[config.mk]
export PLATFORM = sky130hd
export DESIGN_NAME = lmsu_swap_unit
export DESIGN_NICKNAME = d
export VERILOG_FILES = /design/src/lmsu_pkg.sv /design/src/lmsu_steer.sv /design/src/lmsu_swap_unit.sv
export SDC_FILE = /design/constraint.sdc
export NUM_CORES = 1
export LEC_CHECK = 0
export BUFFER_PORTS_ARGS = -buffer_cell sky130_fd_sc_hd__buf_2
export CORE_ASPECT_RATIO = 0.6
export CORE_MARGIN = 2
export CORE_UTILIZATION = 47
export CTS_CLUSTER_DIAMETER = 60
export CTS_CLUSTER_SIZE = 24
export DETAILED_ROUTE_END_ITERATION = 12
export PLACE_DENSITY = 0.77
export SETUP_SLACK_MARGIN = 0.02
export SYNTH_ARGS = -nofsm -noshare
export SYNTH_HDL_FRONTEND = slang
export SYNTH_HIERARCHICAL = 1
export SYNTH_SLANG_ARGS = --single-unit
[constraint.sdc]
create_clock -name mclk_in -period 1.9 [get_ports mclk_in]
set_input_delay 0.095 -clock mclk_in [delete_from_list [all_inputs] [get_ports mclk_in]]
set_output_delay 0.095 -clock mclk_in [all_outputs]
set_load 0.02 [all_outputs]
[src/lmsu_pkg.sv]
package lmsu_pkg;

  localparam int LMSU_ADDR_W = 26;
  localparam int LMSU_DATA_W = 32;
  localparam logic [25:0] LMSU_PC_BASE_OFS = 26'h0000008;
  localparam logic [25:0] LMSU_PC_STORE_OFS = 26'h000000c;
  localparam int LMSU_ADDR_TOP_LSB = 26;
  localparam logic [1:0] LMSU_MODE_USER = 2'h0;

  // Status word fields beside the program counter
  typedef struct packed {
    logic [3:0] flags;
    logic irq_dis;
    logic fiq_dis;
    logic [1:0] mode;
  } lmsu_psr_s;

  typedef enum logic [1:0] {
    LMSU_IDLE = 2'b00,
    LMSU_READ = 2'b01,
    LMSU_WRITE = 2'b10
  } lmsu_state_e;

  // Whole state of the swap unit
  typedef struct packed {
    lmsu_state_e st;
    logic [25:0] addr;
    logic byte_op;
    logic dst_pc;
    logic [31:0] wdata;
    logic abort_seen;
    logic mem_req;
    logic mem_write;
    logic lock;
    logic nocache;
    logic cache_upd;
    logic busy;
    logic rd_we;
    logic [31:0] rd_data;
    logic rd_pc_only;
    logic trap_addr;
    logic trap_abort;
  } lmsu_state_s;

  localparam lmsu_state_s LMSU_STATE_RST = '{st: LMSU_IDLE, default: '0};

endpackage : lmsu_pkg

[src/lmsu_steer.sv]
// Read data steering: byte pick or word rotation, result held in a register
module lmsu_steer
  import lmsu_pkg::*;
(
  input wire logic mclk_in,
  input wire logic rst_b_in,
  input wire logic clk_en_in,
  input wire logic load_in,
  input wire logic byte_in,
  input wire logic [1:0] lane_in,
  input wire logic [31:0] rdata_in,
  output logic [31:0] data_out
);

  typedef struct packed {
    logic [31:0] data;
  } lmsu_steer_s;

  lmsu_steer_s s_r;
  lmsu_steer_s s_nxt;
  logic [31:0] rot;

  // Rotate right by whole bytes so the addressed byte lands at the bottom
  always_comb begin
    unique case (lane_in)
      2'h0: rot = rdata_in;
      2'h1: rot = {rdata_in[7:0], rdata_in[31:8]};
      2'h2: rot = {rdata_in[15:0], rdata_in[31:16]};
      2'h3: rot = {rdata_in[23:0], rdata_in[31:24]};
    endcase
  end

  // Byte keeps the low lane only, word keeps the whole rotation
  always_comb begin
    s_nxt = s_r;
    if (load_in) begin
      if (byte_in) begin
        s_nxt.data = {24'h000000, rot[7:0]};
      end else begin
        s_nxt.data = rot;
      end
    end
  end

  always_ff @(posedge mclk_in) begin
    if (!rst_b_in) begin
      s_r <= '0;
    end else if (clk_en_in) begin
      s_r <= s_nxt;
    end
  end

  assign data_out = s_r.data;

endmodule : lmsu_steer

[src/lmsu_swap_unit.sv]
// Locked read-then-write exchange between a register and external memory
//
// Implementation choices: the strobed register port and the register addresses.
module lmsu_swap_unit
  import lmsu_pkg::*;
(
  input wire logic mclk_in,
  input wire logic rst_b_in,
  input wire logic clk_en_in,
  input wire logic start_in,
  input wire logic cond_pass_in,
  input wire logic byte_sel_in,
  input wire logic base_is_pc_in,
  input wire logic src_is_pc_in,
  input wire logic dst_is_pc_in,
  input wire logic [31:0] base_value_in,
  input wire logic [31:0] src_value_in,
  input wire logic [25:0] instr_addr_in,
  input wire lmsu_psr_s psr_in,
  input wire logic mem_ready_in,
  input wire logic mem_abort_in,
  input wire logic [31:0] mem_rdata_in,
  output logic [25:0] mem_addr_out,
  output logic mem_req_out,
  output logic mem_write_out,
  output logic mem_byte_out,
  output logic mem_lock_out,
  output logic mem_nocache_out,
  output logic mem_cache_upd_out,
  output logic [31:0] mem_wdata_out,
  output logic busy_out,
  output logic irq_hold_out,
  output logic rd_we_out,
  output logic [31:0] rd_data_out,
  output logic rd_pc_only_out,
  output logic trap_addr_exc_out,
  output logic trap_abort_out
);

  lmsu_state_s s_r;
  lmsu_state_s s_nxt;
  logic [31:0] steer_data;
  logic steer_load;
  logic take;
  logic status_top;
  logic [25:0] pc_base;
  logic [25:0] pc_store;
  logic [31:0] eff_base;
  logic addr_bad;
  logic [31:0] src_word;

  // A request is taken only from idle; the clock enable acts at the state register
  assign take = start_in && (s_r.st == LMSU_IDLE);

  // Counter based address and stored counter value
  assign status_top = (|psr_in.flags) || psr_in.irq_dis || psr_in.fiq_dis;
  assign pc_base = instr_addr_in + LMSU_PC_BASE_OFS;
  assign pc_store = instr_addr_in + LMSU_PC_STORE_OFS;

  // Effective base: register contents, or counter with status when it is the base
  always_comb begin
    if (base_is_pc_in) begin
      eff_base = {psr_in.flags, psr_in.irq_dis, psr_in.fiq_dis, pc_base[25:2], psr_in.mode};
    end else begin
      eff_base = base_value_in;
    end
  end

  // Any top address bit set is illegal; for the counter base this is the status bits
  assign addr_bad = base_is_pc_in ? status_top : (|base_value_in[31:LMSU_ADDR_TOP_LSB]);

  // Word written to memory
  always_comb begin
    if (src_is_pc_in) begin
      src_word = {psr_in.flags, psr_in.irq_dis, psr_in.fiq_dis, pc_store[25:2], psr_in.mode};
    end else begin
      src_word = src_value_in;
    end
  end

  // Latch read data into the steering register when the read completes
  assign steer_load = (s_r.st == LMSU_READ) && mem_ready_in;

  lmsu_steer u_steer (
    .mclk_in(mclk_in),
    .rst_b_in(rst_b_in),
    .clk_en_in(clk_en_in),
    .load_in(steer_load),
    .byte_in(s_r.byte_op),
    .lane_in(s_r.addr[1:0]),
    .rdata_in(mem_rdata_in),
    .data_out(steer_data)
  );

  // Sequencer: idle, locked read, locked write, then commit or trap
  always_comb begin
    s_nxt = s_r;
    s_nxt.rd_we = 1'b0;
    s_nxt.trap_addr = 1'b0;
    s_nxt.trap_abort = 1'b0;
    unique case (s_r.st)
      LMSU_IDLE: begin
        if (take && cond_pass_in) begin
          if (addr_bad) begin
            s_nxt.trap_addr = 1'b1;
          end else begin
            s_nxt.st = LMSU_READ;
            s_nxt.addr = eff_base[25:0];
            s_nxt.byte_op = byte_sel_in;
            s_nxt.dst_pc = dst_is_pc_in;
            if (byte_sel_in) begin
              s_nxt.wdata = {4{src_word[7:0]}};
            end else begin
              s_nxt.wdata = src_word;
            end
            s_nxt.abort_seen = 1'b0;
            s_nxt.mem_req = 1'b1;
            s_nxt.mem_write = 1'b0;
            s_nxt.lock = 1'b1;
            s_nxt.nocache = 1'b1;
            s_nxt.cache_upd = 1'b0;
            s_nxt.busy = 1'b1;
          end
        end
      end
      LMSU_READ: begin
        if (mem_ready_in) begin
          s_nxt.st = LMSU_WRITE;
          s_nxt.abort_seen = mem_abort_in;
          s_nxt.mem_write = 1'b1;
          s_nxt.nocache = 1'b0;
          s_nxt.cache_upd = 1'b1;
        end
      end
      LMSU_WRITE: begin
        if (mem_ready_in) begin
          s_nxt.st = LMSU_IDLE;
          s_nxt.mem_req = 1'b0;
          s_nxt.mem_write = 1'b0;
          s_nxt.lock = 1'b0;
          s_nxt.cache_upd = 1'b0;
          s_nxt.busy = 1'b0;
          if (s_r.abort_seen || mem_abort_in) begin
            s_nxt.trap_abort = 1'b1;
          end else begin
            s_nxt.rd_we = 1'b1;
            s_nxt.rd_data = steer_data;
            s_nxt.rd_pc_only = s_r.dst_pc;
          end
        end
      end
      default: begin
        s_nxt = LMSU_STATE_RST;
      end
    endcase
  end

  always_ff @(posedge mclk_in) begin
    if (!rst_b_in) begin
      s_r <= LMSU_STATE_RST;
    end else if (clk_en_in) begin
      s_r <= s_nxt;
    end
  end

  // Outputs straight from the state register
  assign mem_addr_out = s_r.addr;
  assign mem_req_out = s_r.mem_req;
  assign mem_write_out = s_r.mem_write;
  assign mem_byte_out = s_r.byte_op;
  assign mem_lock_out = s_r.lock;
  assign mem_nocache_out = s_r.nocache;
  assign mem_cache_upd_out = s_r.cache_upd;
  assign mem_wdata_out = s_r.wdata;
  assign busy_out = s_r.busy;
  assign irq_hold_out = s_r.lock;
  assign rd_we_out = s_r.rd_we;
  assign rd_data_out = s_r.rd_data;
  assign rd_pc_only_out = s_r.rd_pc_only;
  assign trap_addr_exc_out = s_r.trap_addr;
  assign trap_abort_out = s_r.trap_abort;

  logic [31:0] wdata_src_q;
  logic take_ok_q;

  // Helper: word to be written, captured when a legal swap is taken
  always_ff @(posedge mclk_in) begin
    if (!rst_b_in) begin
      wdata_src_q <= '0;
    end else if (clk_en_in && take && cond_pass_in && !addr_bad) begin
      wdata_src_q <= src_word;
    end
  end

  logic dst_pc_q;

  // Helper: whether the destination is the counter, captured with a legal request
  always_ff @(posedge mclk_in) begin
    if (!rst_b_in) begin
      dst_pc_q <= 1'b0;
    end else if (clk_en_in && take && cond_pass_in && !addr_bad) begin
      dst_pc_q <= dst_is_pc_in;
    end
  end
endmodule : lmsu_swap_unit

==> qor.tcl <==
set qor(insertion_delay_ns) 0.42
set qor(clkSinkCount) 134
set qor(area_grow_syn2layout_pct) 27.9
set qor(worstSetupEndpointType) {flop}
set qor(core.rowCount) 36
set qor(maxSlewViolCount) 0
set qor(io_buffers) 240
set qor(path_max_fanout) 7
set qor(synth.net_count) 1007
set qor(via_count_of_the_first_global_routing_pass) 7114
set qor(synth_warnings) 6
set qor(async_reset_ff_share_pct) 0
set qor(achievable_frequency_mhz) 548
set qor(place.detailed.hpwl_um) 20600
set qor(post_layout_net_count) 1223
set qor(mappedNetlistArea_mm2) 0.00784
set qor(timing.final.crit_share_pct) 96.0
set qor(pwr_density_cell_mw_per_mm2) 689
set qor(cts_inserted_buffers) 17
set qor(ys.flop_type) {dfxtp_1}
set qor(maximum_capacitance_violations) 0
set qor(timing.critical_path.from_type) {flop}
set qor(avgRoutedWirePerCell_um) 20.6
set qor(postSynthAreaPerCell_um2) 9.14
set qor(synth_simple_gate_area_share_pct) 15.3
set qor(max-clock-path-buffers) 2
set qor(grt.total_usage_pct) 30.4
set qor(slew_headroom_pct) 59.4
set qor(netlist-cell-type-count) 66
set qor(number_of_vias_per_cell) 5.79
set qor(grt_first_pass_wirelength_um) 41000
set qor(cts_tree) {done}
set qor(post-place-cells) 1266
set qor(worst_hold_slack_ns) 0.0424
set qor(yosys.area_share.adder_pct) 1.28
set qor(postSynthRegisterBits) 134
set qor(setup.worst_path.class) {reg2reg}
set qor(number_of_cells_on_the_worst_hold_path) 4
set qor(grt_antenna_before_repair) 2
set qor(first_pass_iters) 6
set qor(ctsRootBufferMaster) {clkbuf_16}
set qor(h-tree-depth) 4
set qor(largest_net_degree_at_the_start_of_global_routing) 48
set qor(total_power_w) 0.00692
set qor(post_route_cells_drive_above_1_share_pct) 40.8
set qor(hp-class) {in2reg}
set qor(drt_iter0_markers) 778
set qor(post_synth_inst_count) 858
set qor(gpl.final_weighted_congestion) 1.01
set qor(grt.overflow.total) 0
set qor(synth_enable_flop_cells) 0
set qor(worstMarginPinSlew_ns) 0.604
set qor(drt-total-wl_um) 27000
set qor(via_count) 7614
set qor(vdd.ir_drop.worst_v) 0.000492
set qor(n_fill_cell) 1386
set qor(run_status) {finished, final reports clean}
set qor(clkTransAtPathRegs_ns) 0.07
set qor(clock-skew-final_ns) 0.0119
set qor(die_area_mm2) 0.0178
set qor(initial_utilization_pct) 48.2
set qor(critPathRequiredTime_ns) 2.26
set qor(final-seq-area_mm2) 0.00269
set qor(remaining_number_of_nets_flagged_by_the_antenna_check_after_routing) 0
set qor(total_leakage_power_nw) 4.30
set qor(instances_no_fill) 1316
set qor(multi_input_area_mm2) 0.00421
set qor(setup_repair_after_global_routing_missed_its_margin) {yes}
set qor(floorplan.die.width_um) 171
set qor(synth_compound_gate_area_share_pct) 20.8
set qor(die_boundary_height_um) 104
set qor(synth_sequential_area_ratio_pct) 34.2
set qor(rr_worst_depth) 8
set qor(design.core.area_mm2) 0.0163
set qor(finalWorstPathRequiredPeriod_ns) 1.82
set qor(synth-xor-area-share_pct) 2.01
set qor(drt_drc_violations_left) 0
set qor(finalSetupViolations) 0
set qor(synth.area.mux_share_pct) 12.6
set qor(top_level_pins) 243
set qor(timing.critical_path.arrival_ns) 2.18
set qor(synth_top_family_by_area) {compound AO/OA/AOI/OAI gates}
set qor(hold_viol) 0
[synthesized netlist by cell type, types with 5 or more instances]
cell type,count,area share [%]
dfxtp_1,134,34
buf_4,93,8.9
nand2_1,67,3.2
a21oi_1,66,4.2
a22o_1,61,6.8
clkbuf_1,51,2.4
nand3_1,46,2.9
nor2_1,42,2.0
mux4_2,28,8.0
mux2i_1,22,2.8
o21ai_0,19,1.2
o2bb2ai_1,17,1.9
nor3_1,16,1.0
inv_1,12,0.57
xnor2_1,12,1.3
nor4_1,11,0.88
or3_1,11,0.88
nand4_1,9,0.72
buf_2,8,0.51
ha_1,8,1.3
a211oi_1,7,0.67
a21o_1,7,0.67
or4_1,7,0.67
a311oi_1,6,0.67
nand2b_1,6,0.48
xor2_1,6,0.67
a31oi_1,5,0.40
and4_1,5,0.56
o31ai_1,5,0.48
[cell families after synthesis]
logic type               after synthesis
AO/OA/AOI/OAI                        226
adder cells (fa/ha/maj)                8
XOR/XNOR                              18
buffers and inverters                176
AND/OR/NAND/NOR                      239
flip-flops                           134
multiplexers                          57
[layer usage]
| metal | up-vias | GRT usage [%] | part of all wire [%] | wire length, µm |
|---|---|---|---|---|
| met1 | 3611 | 47.0 | 48 | 13000 |
| li1 | 3553 | - | - | - |
| met5 | - | 0 | 0.044 | 12 |
| met4 | 2 | 8.49 | 1.4 | 367 |
| met3 | 31 | 12.1 | 13 | 3430 |
| met2 | 417 | 37.8 | 38 | 10200 |
[where the power goes]
group          leakage (nW)  switching (W)  internal (W)
combinational          2.95       0.000517      0.000411
sequential             1.08     0.00000525       0.00282
clock                 0.266        0.00132       0.00184
[cells in the final DEF, fill, tap and decap left out, types with 5 or more instances in the layout]
| master | count |
|---|---|
| a211oi_1 | 6 |
| a21o_1 | 5 |
| a21oi_1 | 62 |
| a22o_1 | 61 |
| a311oi_1 | 6 |
| a31oi_1 | 5 |
| and4_1 | 5 |
| buf_12 | 7 |
| buf_2 | 240 |
| buf_4 | 96 |
| clkbuf_16 | 17 |
| clkinvlp_4 | 5 |
| dfxtp_1 | 130 |
| dlygate4sd3_1 | 15 |
| ha_1 | 5 |
| inv_1 | 9 |
| mux2i_1 | 22 |
| mux4_2 | 28 |
| nand2_1 | 67 |
| nand2b_1 | 5 |
| nand3_1 | 45 |
| nand4_1 | 9 |
| nor2_1 | 39 |
| nor3_1 | 16 |
| nor4_1 | 9 |
| o21ai_0 | 18 |
| o2bb2ai_1 | 17 |
| o31ai_1 | 5 |
| or3_1 | 10 |
| or4_1 | 7 |
| xnor2_1 | 12 |
| xor2_1 | 6 |
[state kept, by name, indices dropped and copies added (netlist names)]
name	flops
mem_write_out	1
u_steer/data_out	32
mem_wdata_out	32
trap_addr_exc_out	1
mem_nocache_out	1
mem_addr_out	26
mem_req_out	1
rd_data_out	32
s_r	3
rd_we_out	1
trap_abort_out	1
busy_out	1
rd_pc_only_out	1
mem_byte_out	1
[worst paths after layout]
kind,start,endpoint,slack (ns)
worst min register to register,rd_data_out[4],rd_data_out[4],0.44
worst max-delay path,mem_write_out,mem_wdata_out[18],0.08
worst min-delay path,src_value_in[30],mem_wdata_out[30],0.04
worst max register to register,mem_write_out,mem_wdata_out[18],0.08
[worst max-delay path, stage by stage, from the launching register on]
cell and delay (ns):
dfxtp_4 0.35, inv_4 0.06, ha_4 0.14, nand4_1 0.15, or3_4 0.38, a21o_4 0.25
buf_4 0.16, nor2_2 0.15, a221o_1 0.13
[stage by stage]
step	instance area, µm²	TNS [ns]	setup WS, ns	util, %
floorplan	7890	0	0.0219	-
global placement	9230	-0.885	-0.184	56.8
detailed placement	9230	-1.43	-0.219	56.8
CTS	9960	0	0.0217	61.2
global route	10000	-0.0102	-0.0102	61.7
finish	10000	0	0.0763	61.7
[cell type report]
| cell class | count | share of cell area, % |
|---|---|---|
| Sequential cell | 134 | 26.8 |
| Clock buffer | 18 | 4.38 |
| Tap cell | 228 | 2.84 |
| Inverter | 13 | 0.511 |
| Multi-Input combinational cell | 548 | 41.9 |
| Timing Repair Buffer | 360 | 22.3 |
| Antenna cell | 1 | 0.0249 |
| Clock inverter | 14 | 1.23 |
[repair_timing]
item                                    4_1_cts  5_1_grt
endpoints found under the hold margin        13        0
buffers inserted                              0        2
endpoints found under the setup margin        6       85
hold buffers                                 15        0
pin swaps                                     0        5
gates resized for setup                       3       19
Note: power is estimated with default switching activity, not from simulation.
